$ cat config.mk
export PLATFORM = sky130hd
export DESIGN_NAME = vic_control
export DESIGN_NICKNAME = d
export VERILOG_FILES = /design/src/vic_pkg.sv /design/src/vic_control.sv
export SDC_FILE = /design/constraint.sdc
export NUM_CORES = 1
export LEC_CHECK = 0
export BUFFER_PORTS_ARGS = -buffer_cell sky130_fd_sc_hd__buf_4
export CAP_MARGIN = 15
export CORE_MARGIN = 3
export CORE_UTILIZATION = 52
export DETAILED_ROUTE_END_ITERATION = 8
export PLACE_DENSITY_LB_ADDON = 0.08
export RECOVER_POWER = 100
export SYNTH_ARGS = -nofsm -noshare
export SYNTH_HDL_FRONTEND = slang
export SYNTH_SLANG_ARGS = --single-unit
$ cat constraint.sdc
create_clock -name clk_sys -period 2.3 [get_ports clk_sys]
set_input_delay 0.46 -clock clk_sys [delete_from_list [all_inputs] [get_ports clk_sys]]
set_output_delay 0.46 -clock clk_sys [all_outputs]
set_load 0.02 [all_outputs]
$ cat src/vic_pkg.sv
// package of register offsets, field positions and timing counts for the interrupt controller
package vic_pkg;
   // ----------------------------------------------------------------
   // register offsets
   // ----------------------------------------------------------------
   localparam logic [7:0] TIMER_EVENT_FLAGS_ADDR = 8'h38;
   localparam logic [7:0] TIMER_EVENT_MASK_ADDR  = 8'h39;
   localparam logic [7:0] PIN_EVENT_FLAGS_ADDR   = 8'h3A;
   localparam logic [7:0] PIN_EVENT_MASK_ADDR    = 8'h3B;
   localparam logic [7:0] CORE_CONTROL_ADDR      = 8'h35;
   localparam logic [7:0] STATUS_ADDR            = 8'h3F;
   // ----------------------------------------------------------------
   // field positions
   // ----------------------------------------------------------------
   localparam int EXT_BIT      = 6;
   localparam int PC_HI_BIT    = 5;
   localparam int PC_LO_BIT    = 4;
   localparam int PCF_BIT      = 5;
   localparam int CMPA_BIT     = 6;
   localparam int CMPB_BIT     = 5;
   localparam int WRAP2_BIT    = 2;
   localparam int WRAP1_BIT    = 1;
   localparam int GIE_BIT      = 7;
   localparam logic [7:0] PIN_MASK_VALID   = 8'h70;
   localparam logic [7:0] PIN_FLAG_VALID   = 8'h60;
   localparam logic [7:0] TIMER_VALID      = 8'h66;
   localparam logic [7:0] REG_RESET        = 8'h00;
   // ----------------------------------------------------------------
   // sense modes, vectors, timing
   // ----------------------------------------------------------------
   localparam logic [1:0] SENSE_LOW     = 2'h0;
   localparam logic [1:0] SENSE_CHANGE  = 2'h1;
   localparam logic [1:0] SENSE_FALL    = 2'h2;
   localparam logic [1:0] SENSE_RISE    = 2'h3;
   localparam logic [9:0] VEC_EXT       = 10'h001;
   localparam logic [9:0] VEC_PCHG      = 10'h002;
   localparam logic [9:0] VEC_CMPA      = 10'h003;
   localparam logic [9:0] VEC_CMPB      = 10'h004;
   localparam logic [9:0] VEC_WRAP2     = 10'h005;
   localparam logic [9:0] VEC_WRAP1     = 10'h006;
   localparam logic [2:0] ENTRY_CYCLES  = 3'h4;
   localparam logic [2:0] RETURN_CYCLES = 3'h4;
   localparam logic [2:0] JUMP_CYCLES   = 3'h2;
   // mask of pins 10..0: {pa7,pa6,pa3,pb7..pb0}; upper group is bits 10..4
   localparam logic [10:0] UPPER_GROUP  = 11'h7F0;
   localparam logic [10:0] LOWER_GROUP  = 11'h00F;
   typedef enum logic [1:0] {VIC_RUN = 2'b00, VIC_ENTRY = 2'b01, VIC_JUMP = 2'b11, VIC_RETURN = 2'b10} vic_state_t;
endpackage
$ cat src/vic_control.sv
// interrupt control: masks, flags, priority, entry and return sequencing
module vic_control
   import vic_pkg::*;
(
   input  wire logic        clk_sys,
   input  wire logic        rst_b,
   input  wire logic [7:0]  regAddr,
   input  wire logic [7:0]  regWdata,
   input  wire logic        regWr,
   input  wire logic        regRd,
   output logic      [7:0]  regRdata,
   input  wire logic        extPin,
   input  wire logic [10:0] changePins,
   input  wire logic [10:0] altFuncActive,
   input  wire logic        compareAEvent,
   input  wire logic        compareBEvent,
   input  wire logic        secondWrapEvent,
   input  wire logic        firstWrapEvent,
   input  wire logic        instrBoundary,
   input  wire logic        returnFromHandler,
   input  wire logic [9:0]  pcIn,
   output logic             pcPush,
   output logic             pcPop,
   output logic [9:0]       pcSaved,
   output logic             vectorLoad,
   output logic [9:0]       vectorAddr,
   output logic             coreStall,
   output logic             globalEnable
);
   // ----------------------------------------------------------------
   // register state
   // ----------------------------------------------------------------
   logic [7:0]  pinMask;
   logic [7:0]  timerMask;
   logic [1:0]  senseSel;
   logic        extFlag;
   logic        pinChangeFlag;
   logic [3:0]  timerFlags;     // {cmpa, cmpb, wrap2, wrap1}
   logic        extPrev;
   logic [10:0] pinsPrev;
   vic_state_t  state;
   logic [2:0]  cycleCnt;
   logic        oneInstr;       // set after return, forces one main instruction
   logic [9:0]  stackPc;
   logic        pendExt, pendPc, pendA, pendB, pendW2, pendW1;
   logic        anyPend;
   logic [9:0]  winVec;
   logic        take;
   logic        extEdge;
   logic        pinEvent;
   logic        clrExt, clrPc;
   logic [3:0]  clrTimer;
   logic        wrPinFlags, wrTimerFlags;

   assign wrPinFlags   = regWr && regAddr == PIN_EVENT_FLAGS_ADDR;
   assign wrTimerFlags = regWr && regAddr == TIMER_EVENT_FLAGS_ADDR;

   // ----------------------------------------------------------------
   // source detection
   // ----------------------------------------------------------------
   // pin level is read even when the pin drives as output: the caller feeds the pad value
   always_comb begin
      unique case (senseSel)
         SENSE_LOW:    extEdge = 1'b0;
         SENSE_CHANGE: extEdge = extPin != extPrev;
         SENSE_FALL:   extEdge = extPrev && !extPin;
         SENSE_RISE:   extEdge = !extPrev && extPin;
      endcase
   end

   assign pinEvent = |((changePins ^ pinsPrev) & ~altFuncActive
                       & ((pinMask[PC_HI_BIT] ? UPPER_GROUP : 11'h000)
                        | (pinMask[PC_LO_BIT] ? LOWER_GROUP : 11'h000)));

   always_ff @(posedge clk_sys or negedge rst_b) begin
      if (!rst_b) begin
         extPrev  <= 1'b1;
         pinsPrev <= 11'h000;
      end else begin
         extPrev  <= extPin;
         pinsPrev <= changePins;
      end
   end

   // ----------------------------------------------------------------
   // pending and priority
   // ----------------------------------------------------------------
   // level mode has no latch: request follows the pin directly
   assign pendExt = pinMask[EXT_BIT] && (senseSel == SENSE_LOW ? !extPin : extFlag);
   assign pendPc  = (pinMask[PC_HI_BIT] || pinMask[PC_LO_BIT]) && pinChangeFlag;
   assign pendA   = timerMask[CMPA_BIT]  && timerFlags[3];
   assign pendB   = timerMask[CMPB_BIT]  && timerFlags[2];
   assign pendW2  = timerMask[WRAP2_BIT] && timerFlags[1];
   assign pendW1  = timerMask[WRAP1_BIT] && timerFlags[0];
   assign anyPend = pendExt | pendPc | pendA | pendB | pendW2 | pendW1;

   always_comb begin
      if (pendExt) begin
         winVec = VEC_EXT;
      end else if (pendPc) begin
         winVec = VEC_PCHG;
      end else if (pendA) begin
         winVec = VEC_CMPA;
      end else if (pendB) begin
         winVec = VEC_CMPB;
      end else if (pendW2) begin
         winVec = VEC_WRAP2;
      end else begin
         winVec = VEC_WRAP1;
      end
   end

   assign take = state == VIC_RUN && globalEnable && anyPend && instrBoundary && !oneInstr && !returnFromHandler;

   // ----------------------------------------------------------------
   // entry and return sequencer
   // ----------------------------------------------------------------
   always_ff @(posedge clk_sys or negedge rst_b) begin
      if (!rst_b) begin
         state    <= VIC_RUN;
         cycleCnt <= 3'h0;
      end else begin
         unique case (state)
            VIC_RUN: begin
               if (take) begin
                  state    <= VIC_ENTRY;
                  cycleCnt <= ENTRY_CYCLES - 3'h1;
               end else if (returnFromHandler && instrBoundary) begin
                  state    <= VIC_RETURN;
                  cycleCnt <= RETURN_CYCLES - 3'h1;
               end
            end
            VIC_ENTRY: begin
               if (cycleCnt == 3'h1) begin
                  state    <= VIC_JUMP;
                  cycleCnt <= JUMP_CYCLES;
               end else begin
                  cycleCnt <= cycleCnt - 3'h1;
               end
            end
            VIC_JUMP: begin
               if (cycleCnt == 3'h1) begin
                  state <= VIC_RUN;
               end
               cycleCnt <= cycleCnt - 3'h1;
            end
            VIC_RETURN: begin
               if (cycleCnt == 3'h1) begin
                  state <= VIC_RUN;
               end
               cycleCnt <= cycleCnt - 3'h1;
            end
         endcase
      end
   end

   // the status register's global enable is cleared on entry and set again in the last return cycle
   always_ff @(posedge clk_sys or negedge rst_b) begin
      if (!rst_b) begin
         globalEnable <= 1'b0;
      end else if (take) begin
         globalEnable <= 1'b0;
      end else if (state == VIC_RETURN && cycleCnt == 3'h1) begin
         globalEnable <= 1'b1;
      end else if (regWr && regAddr == STATUS_ADDR) begin
         globalEnable <= regWdata[GIE_BIT];
      end
   end

   always_ff @(posedge clk_sys or negedge rst_b) begin
      if (!rst_b) begin
         oneInstr <= 1'b0;
      end else if (state == VIC_RETURN && cycleCnt == 3'h1) begin
         oneInstr <= 1'b1;
      end else if (state == VIC_RUN && instrBoundary) begin
         oneInstr <= 1'b0;
      end
   end

   // ----------------------------------------------------------------
   // core-facing outputs, all registered
   // ----------------------------------------------------------------
   always_ff @(posedge clk_sys or negedge rst_b) begin
      if (!rst_b) begin
         pcPush     <= 1'b0;
         pcPop      <= 1'b0;
         pcSaved    <= 10'h000;
         stackPc    <= 10'h000;
         vectorLoad <= 1'b0;
         vectorAddr <= 10'h000;
         coreStall  <= 1'b0;
      end else begin
         pcPush     <= take;
         pcPop      <= state == VIC_RUN && returnFromHandler && instrBoundary;
         vectorLoad <= take;
         // entry stalls throughout; jump and return release the core in their last cycle
         coreStall  <= take || (state == VIC_RUN && returnFromHandler && instrBoundary)
                       || state == VIC_ENTRY
                       || (state == VIC_JUMP && cycleCnt != 3'h1)
                       || (state == VIC_RETURN && cycleCnt != 3'h1);
         if (take) begin
            vectorAddr <= winVec;
            stackPc    <= pcIn;
         end
         if (state == VIC_RUN && returnFromHandler && instrBoundary) begin
            pcSaved <= stackPc;
         end else if (take) begin
            pcSaved <= pcIn;
         end
      end
   end

   // ----------------------------------------------------------------
   // vector-entry flag clears
   // ----------------------------------------------------------------
   assign clrExt   = take && winVec == VEC_EXT;
   assign clrPc    = take && winVec == VEC_PCHG;
   assign clrTimer = {take && winVec == VEC_CMPA, take && winVec == VEC_CMPB,
                      take && winVec == VEC_WRAP2, take && winVec == VEC_WRAP1};

   // ----------------------------------------------------------------
   // mask and flag registers; a set always beats a clear
   // ----------------------------------------------------------------
   always_ff @(posedge clk_sys or negedge rst_b) begin
      if (!rst_b) begin
         pinMask   <= REG_RESET;
         timerMask <= REG_RESET;
         senseSel  <= SENSE_LOW;
      end else begin
         if (regWr && regAddr == PIN_EVENT_MASK_ADDR) begin
            pinMask <= regWdata & PIN_MASK_VALID;
         end
         if (regWr && regAddr == TIMER_EVENT_MASK_ADDR) begin
            timerMask <= regWdata & TIMER_VALID;
         end
         if (regWr && regAddr == CORE_CONTROL_ADDR) begin
            senseSel <= regWdata[1:0];
         end
      end
   end

   always_ff @(posedge clk_sys or negedge rst_b) begin
      if (!rst_b) begin
         extFlag <= 1'b0;
      end else if (senseSel == SENSE_LOW) begin
         extFlag <= 1'b0;
      end else if (extEdge) begin
         extFlag <= 1'b1;
      end else if (clrExt || (wrPinFlags && regWdata[EXT_BIT])) begin
         extFlag <= 1'b0;
      end
   end

   always_ff @(posedge clk_sys or negedge rst_b) begin
      if (!rst_b) begin
         pinChangeFlag <= 1'b0;
      end else if (pinEvent) begin
         pinChangeFlag <= 1'b1;
      end else if (clrPc || (wrPinFlags && regWdata[PCF_BIT])) begin
         pinChangeFlag <= 1'b0;
      end
   end

   always_ff @(posedge clk_sys or negedge rst_b) begin
      if (!rst_b) begin
         timerFlags <= 4'h0;
      end else begin
         timerFlags <= ({compareAEvent, compareBEvent, secondWrapEvent, firstWrapEvent})
                       | (timerFlags & ~clrTimer
                          & ~(wrTimerFlags ? {regWdata[CMPA_BIT], regWdata[CMPB_BIT],
                                              regWdata[WRAP2_BIT], regWdata[WRAP1_BIT]} : 4'h0));
      end
   end

   // ----------------------------------------------------------------
   // read port: data one cycle after the strobe, unmapped reads zero
   // ----------------------------------------------------------------
   always_ff @(posedge clk_sys or negedge rst_b) begin
      if (!rst_b) begin
         regRdata <= 8'h00;
      end else if (regRd) begin
         unique case (regAddr)
            PIN_EVENT_MASK_ADDR:    regRdata <= pinMask;
            PIN_EVENT_FLAGS_ADDR:   regRdata <= {1'b0, extFlag, pinChangeFlag, 5'h00};
            TIMER_EVENT_MASK_ADDR:  regRdata <= timerMask;
            TIMER_EVENT_FLAGS_ADDR: regRdata <= {1'b0, timerFlags[3], timerFlags[2], 2'h0,
                                                 timerFlags[1], timerFlags[0], 1'b0};
            CORE_CONTROL_ADDR:      regRdata <= {6'h00, senseSel};
            STATUS_ADDR:            regRdata <= {globalEnable, 7'h00};
            default:                regRdata <= 8'h00;
         endcase
      end else begin
         regRdata <= 8'h00;
      end
   end

   // ----------------------------------------------------------------
   // checks
   // ----------------------------------------------------------------
   entry_clears_gie_a: assert property (@(posedge clk_sys) disable iff (!rst_b)
      take |=> !globalEnable) else $error("global enable not cleared on entry");
   return_sets_gie_a: assert property (@(posedge clk_sys) disable iff (!rst_b)
      (state == VIC_RUN && returnFromHandler && instrBoundary) |-> ##4 globalEnable)
      else $error("global enable not set by return");
   entry_length_a: assert property (@(posedge clk_sys) disable iff (!rst_b)
      take |=> (state == VIC_ENTRY)[*3] ##1 (state == VIC_JUMP)[*2] ##1 state == VIC_RUN)
      else $error("entry sequence length wrong");
   return_length_a: assert property (@(posedge clk_sys) disable iff (!rst_b)
      (state == VIC_RUN && returnFromHandler && instrBoundary) |=> (state == VIC_RETURN)[*3] ##1 state == VIC_RUN)
      else $error("return sequence length wrong");
   one_instr_a: assert property (@(posedge clk_sys) disable iff (!rst_b)
      $fell(state == VIC_RETURN) |-> !take) else $error("interrupt taken right after return");
   ext_level_flag_a: assert property (@(posedge clk_sys) disable iff (!rst_b)
      senseSel == SENSE_LOW |=> !extFlag) else $error("external flag set in level mode");
   vector_clear_a: assert property (@(posedge clk_sys) disable iff (!rst_b)
      (take && winVec == VEC_CMPA && !compareAEvent) |=> !timerFlags[3] && vectorAddr == VEC_CMPA)
      else $error("vector entry did not clear flag");
   priority_order_a: assert property (@(posedge clk_sys) disable iff (!rst_b)
      (take && pendExt) |=> vectorAddr == VEC_EXT) else $error("priority order broken");
   pin_gate_a: assert property (@(posedge clk_sys) disable iff (!rst_b)
      (!pinMask[PC_HI_BIT] && !pinMask[PC_LO_BIT] && !pinChangeFlag) |=> !pinChangeFlag)
      else $error("pin-change flag set with groups disabled");
   write_one_clear_a: assert property (@(posedge clk_sys) disable iff (!rst_b)
      (wrTimerFlags && regWdata[WRAP1_BIT] && !firstWrapEvent) |=> !timerFlags[0])
      else $error("write one did not clear flag");
   cov_entry_c: cover property (@(posedge clk_sys) disable iff (!rst_b) take);
   cov_return_c: cover property (@(posedge clk_sys) disable iff (!rst_b) state == VIC_RETURN);
   cov_level_c: cover property (@(posedge clk_sys) disable iff (!rst_b) take && senseSel == SENSE_LOW);
endmodule

==> results_dict.tcl, run 1 <==
set metrics [dict create \
    antenna_cells_inserted 0 \
    die_area_sq_um 7163 \
    cts_hold_buffers 0 \
    utilization_pct 65.82 \
    ctsRootBufferMaster "sky130_fd_sc_hd__clkbuf_8" \
    routed_via_density 5.404 \
    internal-power_mw 2.344 \
    worst_setup_path_end_kind "register" \
    design.final.nets 428 \
    cts-root-to-sink-buffers 2 \
    power.density_nw_per_um2 846.6 \
    cts_htree_levels 3 \
    report.final.hold_viol_count 0 \
    avgRoutedWirePerCell_um 15.81 \
    finalSetupTns_ps 0 \
    drt-met1-wl_um 3269 \
    placed_cells_incl_taps 429 \
    finish.cell_count_without_fillers 443 \
    hold_path.class "in2reg" \
    met3WireLength_um 349 \
    syn-instance-count 273 \
    failed_checks "capacitance limit, slew limit" \
    post-synth-top-area-cell "sky130_fd_sc_hd__dfrtp_1" \
    most_numerous_cell_in_the_yosys_netlist "sky130_fd_sc_hd__dfrtp_1" \
    drc 0 \
    power_switching_share_pct 29.37 \
    synth-seq-cells 67 \
    highest-signal-layer "met4" \
    num_rows 28 \
    chipHeight_um 84.64 \
    pwr-share-clk_pct 29.7 \
    place_congestion 0.8656 \
    power_switching_mw 0.9748 \
    synth.cell_area_sq_um 3216 \
    finClkSkew_ps 10.15 \
    route.antenna.remaining_nets 0 \
    largest_net_degree_at_the_start_of_global_routing 68 \
    place.detailed.hpwl_um 5148 \
    synth_top_cell_area_share_pct 51.36 \
    synth.top_cells.by_area "sky130_fd_sc_hd__dfrtp_1 51%, sky130_fd_sc_hd__mux2_2 6.0%, sky130_fd_sc_hd__a221o_1 3.1%" \
    global_route.usage.total_pct 21.06 \
    synth_enable_flop_cells 0 \
    tightest_slew_ps 1617 \
    cts.sink_count 67 \
    setup-violations-final 0 \
    synth.top_cells.by_count "66 x sky130_fd_sc_hd__dfrtp_1, 17 x sky130_fd_sc_hd__mux2_2, 13 x sky130_fd_sc_hd__nand2_1, 13 x sky130_fd_sc_hd__nor2_1, 12 x sky130_fd_sc_hd__and2_1" \
    path_clk_slew_ps 70 \
    cellLeakagePower_nw 1.795 \
    critical_path.startpoint_type "register" \
    post_synth_num_cell_types 57 \
    drt-total-wl_um 7004 \
    core_area_sq_um 5956 \
    vias_in_the_first_global_route 2466 \
    insertion_delay_ps 340 \
    run_status "complete, but fails checks" \
    irDropWorstVdd_v 0.0005502 \
    share_comb_of_total_power_pct 24.2 \
    synth-warning-count 0 \
    cts_made_buffers 9 \
    via_count 2394 \
    place.port_buffers 82 \
    postCtsResizedCells 0 \
    setup.worst_path.class "reg2reg" \
    final_worst_path_period_share_pct 92.76 \
    fin_crit_ps 2133 \
    first_iter_violations 113 \
    ys_seq_area_share_pct 52.18 \
    postSynth.topFlopCell "sky130_fd_sc_hd__dfrtp_1" \
    timing.final.max_slew_violations 68 \
    syn_to_final_growth_pct 21.91 \
    fmaxAchievable_mhz 468.7 \
    pin_count 92 \
    required_ps 2530 \
    grt_setup_unrepaired "false" \
    initial_utilization_pct 53.99 \
    async_flop_share_pct 100.0 \
    max_cap_violations 1 \
    critical_path.max_fanout 8 \
    post_synth.cell_area_avg_sq_um 11.78 \
    number_of_antenna_violations_at_the_first_check_in_global_routing 0 \
    power.sequential.fraction_pct 46.1 \
    wl_met2_um 3265 \
    grt_pass1_wl_um 11810 \
    floorplan.die.width_um 84.64 \
    worst-endpoint-arrival_ps 2360 \
    post_route_cells_drive_above_1_share_pct 25.00 \
    gr_ovfl_total 0 \
    cts_setup_buffers 0 \
    slew_headroom_pct -7.797 \
    tritoncts "built" \
    detail_route.first_pass.iterations 4 \
]
stage by stage:
stage	setup WS (ps)	total power [mW]	area, sq um	hold slack (ps)
after floorplan	359.1	2.111	3242	164.4
after global placement	142.9	2.440	3909	479.1
after detailed placement	103.8	2.464	3909	484.6
after CTS	273.1	3.457	4109	235.9
after global routing	101.4	3.523	3920	251.3
final	166.6	3.319	3920	251.5
routing by layer:
layer / global-route usage, % / up-vias
met2: 32.31 / 57
met1: 28.84 / 1169
li1: - / 1159
met5: 0 / -
met3: 5.201 / 9
met4: 8.345 / 0
power by group through the flow:
| stage | sequential (mW) | combinational [mW] | clock (mW) |
|---|---|---|---|
| 6_report | 1.53 | 0.803 | 0.985 |
| 5_1_grt | 1.56 | 0.897 | 1.07 |
| 4_1_cts | 1.53 | 0.917 | 1.01 |
| 3_5_place_dp | 1.55 | 0.915 | 0 |
| 3_3_place_gp | 1.55 | 0.892 | 0 |
| 2_1_floorplan | 1.61 | 0.498 | 0 |
placed cells by master (no fill, tap or decap), types with 2 or more instances in the layout:
cell / Yosys / final
sky130_fd_sc_hd__conb_1: 1 / 8
sky130_fd_sc_hd__o22ai_1: 5 / 5
sky130_fd_sc_hd__inv_1: 10 / 10
sky130_fd_sc_hd__or2_2: 2 / 2
sky130_fd_sc_hd__mux4_2: 2 / 2
sky130_fd_sc_hd__and2_1: 12 / 11
sky130_fd_sc_hd__nand2_1: 13 / 13
sky130_fd_sc_hd__mux2_2: 17 / 17
sky130_fd_sc_hd__xnor2_1: 11 / 11
sky130_fd_sc_hd__a31oi_1: 2 / 2
sky130_fd_sc_hd__mux2_1: 0 / 5
sky130_fd_sc_hd__and4_1: 2 / 2
sky130_fd_sc_hd__ha_1: 4 / 4
sky130_fd_sc_hd__and3_1: 3 / 3
sky130_fd_sc_hd__a31o_2: 3 / 3
sky130_fd_sc_hd__nor2_1: 13 / 13
sky130_fd_sc_hd__a21oi_1: 6 / 6
sky130_fd_sc_hd__nor3_1: 6 / 6
sky130_fd_sc_hd__nand3_1: 5 / 5
sky130_fd_sc_hd__a221o_1: 10 / 10
sky130_fd_sc_hd__clkbuf_8: 0 / 12
sky130_fd_sc_hd__nand4bb_1: 3 / 3
sky130_fd_sc_hd__clkbuf_1: 4 / 43
sky130_fd_sc_hd__nand4_1: 5 / 5
sky130_fd_sc_hd__mux2i_1: 3 / 3
sky130_fd_sc_hd__a22o_1: 3 / 3
sky130_fd_sc_hd__buf_4: 10 / 44
sky130_fd_sc_hd__nor2b_1: 5 / 5
sky130_fd_sc_hd__o21ai_0: 8 / 8
sky130_fd_sc_hd__o21a_1: 2 / 2
sky130_fd_sc_hd__clkbuf_4: 0 / 2
sky130_fd_sc_hd__dfrtp_1: 66 / 66
sky130_fd_sc_hd__clkbuf_2: 0 / 2
sky130_fd_sc_hd__nor3b_1: 3 / 3
sky130_fd_sc_hd__nand2b_1: 3 / 3
kinds of logic (layout without fill, tap and decap cells):
group	after synthesis	after routing	share of synthesized area [%]
XOR/XNOR	11	11	2.996
multiplexers	28	28	11.09
buffers and inverters	28	116	4.708
AO/OA/AOI/OAI	49	49	11.67
other	1	8	0.1166
AND/OR/NAND/NOR	85	85	15.68
flip-flops	67	67	52.18
adder cells (fa/ha/maj)	4	4	1.556
worst paths after layout:
check	startpoint	to	cells after the start	slack, ps
worst min-delay path	extPin	extPrev	1	250
worst min register to register	stackPc[7]	stackPc[7]	1	490
min in group asynchronous	rst_b	pinsPrev[5]	1	530
worst max register to register	senseSel[1]	stackPc[8]	5	170
max in group asynchronous	rst_b	pinMask[6]	1	800
worst max-delay path	senseSel[1]	stackPc[8]	5	170
sequential cells by signal, indices dropped and copies added, names as in the netlist:
register       flops
coreStall          1
cycleCnt           3
extFlag            1
extPrev            1
globalEnable       1
oneInstr           1
pcPop              1
pcSaved           10
pinChangeFlag      1
pinMask            3
pinsPrev          11
regRdata           7
senseSel           2
stackPc           10
state              2
timerFlags         4
timerMask          4
vectorAddr         3
vectorLoad         1
worst max-delay path, cell delays in order, from the launching register on:
cell	delay [ps]
sky130_fd_sc_hd__dfrtp_1	370
sky130_fd_sc_hd__or4b_1	590
sky130_fd_sc_hd__and2_4	220
sky130_fd_sc_hd__a31o_4	250
sky130_fd_sc_hd__clkbuf_2	220
sky130_fd_sc_hd__mux2_1	360
final cells by class:
cell class | count | area, sq um
Sequential cell | 67 | 1678
Clock buffer | 12 | 165.2
Timing Repair Buffer | 91 | 516.7
Inverter | 11 | 41.29
Clock inverter | 2 | 35.03
Tap cell | 75 | 93.84
Fill cell | 523 | 2036
Multi-Input combinational cell | 185 | 1390
(Power assumes the default switching activity.)
==> inputs of run 2 (changes only) <==
PLACE_DENSITY = 0.77   (was unset)
PLACE_DENSITY_LB_ADDON = unset   (was 0.08)
==> run 2 against run 1 <==
- combinational power shrank 2.7%
- via count up 0.88%
- largest power group unchanged
- the run still ends with capacitance limit, slew limit left
- wire length grew 1.5%
- sequential cell count unchanged
- first-iteration DRC count increased by 4.4%
- register-to-register slack is essentially flat
- critical path type unchanged
- maximum frequency about the same
- cell count decreased by 0.68%
- worst setup slack improved by 1.3 ps
- sequential power about the same
==> results_dict.tcl, run 2 (synthesis gave the netlist of run 1 again) <==
set metrics [dict create \
    run_status "complete, but fails checks" \
    failed_checks "capacitance limit, slew limit" \
    insertion_delay_ps 340 \
    finalSetupTns_ps 0 \
    post_route_cells_drive_above_1_share_pct 24.38 \
    power.density_nw_per_um2 806.0 \
    path_clk_slew_ps 70 \
    cts_setup_buffers 0 \
    slew_headroom_pct -8.055 \
    place_congestion 0.8613 \
    report.final.hold_viol_count 0 \
    pin_count 92 \
    grt_pass1_wl_um 11470 \
    critical_path.startpoint_type "register" \
    cts.sink_count 67 \
    post-place-ws_ps 156.9 \
    cts_made_buffers 9 \
    global_route.usage.total_pct 20.37 \
    ctsRootBufferMaster "sky130_fd_sc_hd__clkbuf_8" \
    cts_htree_levels 3 \
    drt-total-wl_um 7111 \
    detail_route.first_pass.iterations 4 \
    largest_register_ff_count 11 \
    largest_net_degree_at_the_start_of_global_routing 68 \
    critical_path.max_fanout 8 \
    route.antenna.remaining_nets 0 \
    avgRoutedWirePerCell_um 16.16 \
    vias_in_the_first_global_route 2407 \
    r2r-start "senseSel[1]" \
    routed_via_density 5.489 \
    timing.final.max_slew_violations 68 \
    floorplan.die.width_um 84.64 \
    postCtsResizedCells 0 \
    fmaxAchievable_mhz 469.0 \
    layout.cells.most_common "sky130_fd_sc_hd__dfrtp_1" \
    cts_hold_buffers 0 \
    initial_utilization_pct 53.99 \
    setup_slack_ps 167.8 \
    drc 0 \
    final_worst_path_period_share_pct 92.70 \
    launch_instance_of_the_worst_min_delay_path "changePins[8]" \
    place.port_buffers 82 \
    required_ps 2520 \
    largest_registers "pinsPrev: 11 flops, pcSaved: 10 flops, stackPc: 10 flops" \
    die_area_sq_um 7163 \
    max_cap_violations 1 \
    via_count 2415 \
    gr_ovfl_total 0 \
    setup-violations-final 0 \
    worst-endpoint-arrival_ps 2350 \
    core_area_sq_um 5956 \
    number_of_antenna_violations_at_the_first_check_in_global_routing 0 \
    num_rows 28 \
    finClkSkew_ps 9.725 \
    antenna_cells_inserted 0 \
    hold_path.class "in2reg" \
    tritoncts "built" \
    tightest_slew_ps 1621 \
    worst_setup_path_end_kind "register" \
    design.final.nets 425 \
    chipHeight_um 84.64 \
    cellLeakagePower_nw 1.771 \
    syn_to_final_growth_pct 20.00 \
    grt_setup_unrepaired "false" \
    max_flop_register "pinsPrev" \
    cts-root-to-sink-buffers 2 \
    setup.worst_path.class "reg2reg" \
    first_iter_violations 118 \
    worstSetupStartpoint "senseSel[1]" \
    fin_crit_ps 2132 \
    place.detailed.hpwl_um 5292 \
    layout_common_cells "66 x sky130_fd_sc_hd__dfrtp_1, 44 x sky130_fd_sc_hd__buf_4, 41 x sky130_fd_sc_hd__clkbuf_1, 17 x sky130_fd_sc_hd__mux2_2" \
    irDropWorstVdd_v 0.0005775 \
]
## run 2: layout make-up
cell class | instances | area (sq um)
Timing Repair Buffer | 88 | 520.5
Multi-Input combinational cell | 185 | 1378
Tap cell | 75 | 93.84
Fill cell | 507 | 2097
Inverter | 11 | 41.29
Sequential cell | 67 | 1678
Clock inverter | 4 | 20.02
Clock buffer | 10 | 127.6
## run 2: report_power, final
part           internal (mW)  switching (mW)
registers               1.40           0.144
logic                  0.364           0.417
clock network          0.372           0.418
total                   2.13           0.979
## run 2: metrics by stage
step / instance area (sq um) / utilization (%) / power, mW / hold WS, ps / std cells
2_1_floorplan: 3242 / - / 2.111 / 164.4 / 280
3_3_place_gp: 3899 / 65.46 / 2.426 / 478.6 / 426
3_5_place_dp: 3899 / 65.46 / 2.457 / 483.0 / 426
4_1_cts: 4046 / 67.94 / 3.252 / 226.2 / 440
5_1_grt: 3859 / 64.79 / 3.296 / 249.3 / 440
6_report: 3859 / 64.79 / 3.110 / 259.2 / 440
## run 2: final timing paths
check | to | slack (ps) | depth (start not counted)
max | vectorAddr[1] | 170 | 5
min | pinsPrev[8] | 260 | 1
max reg2reg | vectorAddr[1] | 170 | 5
min reg2reg | stackPc[7] | 500 | 1
max in group asynchronous | pinChangeFlag | 800 | 1
min in group asynchronous | coreStall | 530 | 1
## run 2: worst max-delay path, stage by stage (launching register included)
cell and delay [ps]:
sky130_fd_sc_hd__dfrtp_1 450, sky130_fd_sc_hd__or4b_1 610, sky130_fd_sc_hd__and2_4 220, sky130_fd_sc_hd__a31o_1 220, sky130_fd_sc_hd__inv_2 160, sky130_fd_sc_hd__mux2_2 350
## run 2: layer usage
layer  vias to the layer above  part of all wire (%)  track usage, %
met2                        63                    50           31.39
met1                      1194                    44           27.11
li1                       1154                     -               -
met3                         4                   5.5           5.692
met4                         0                  0.93           8.777
met5                         -                     0               0
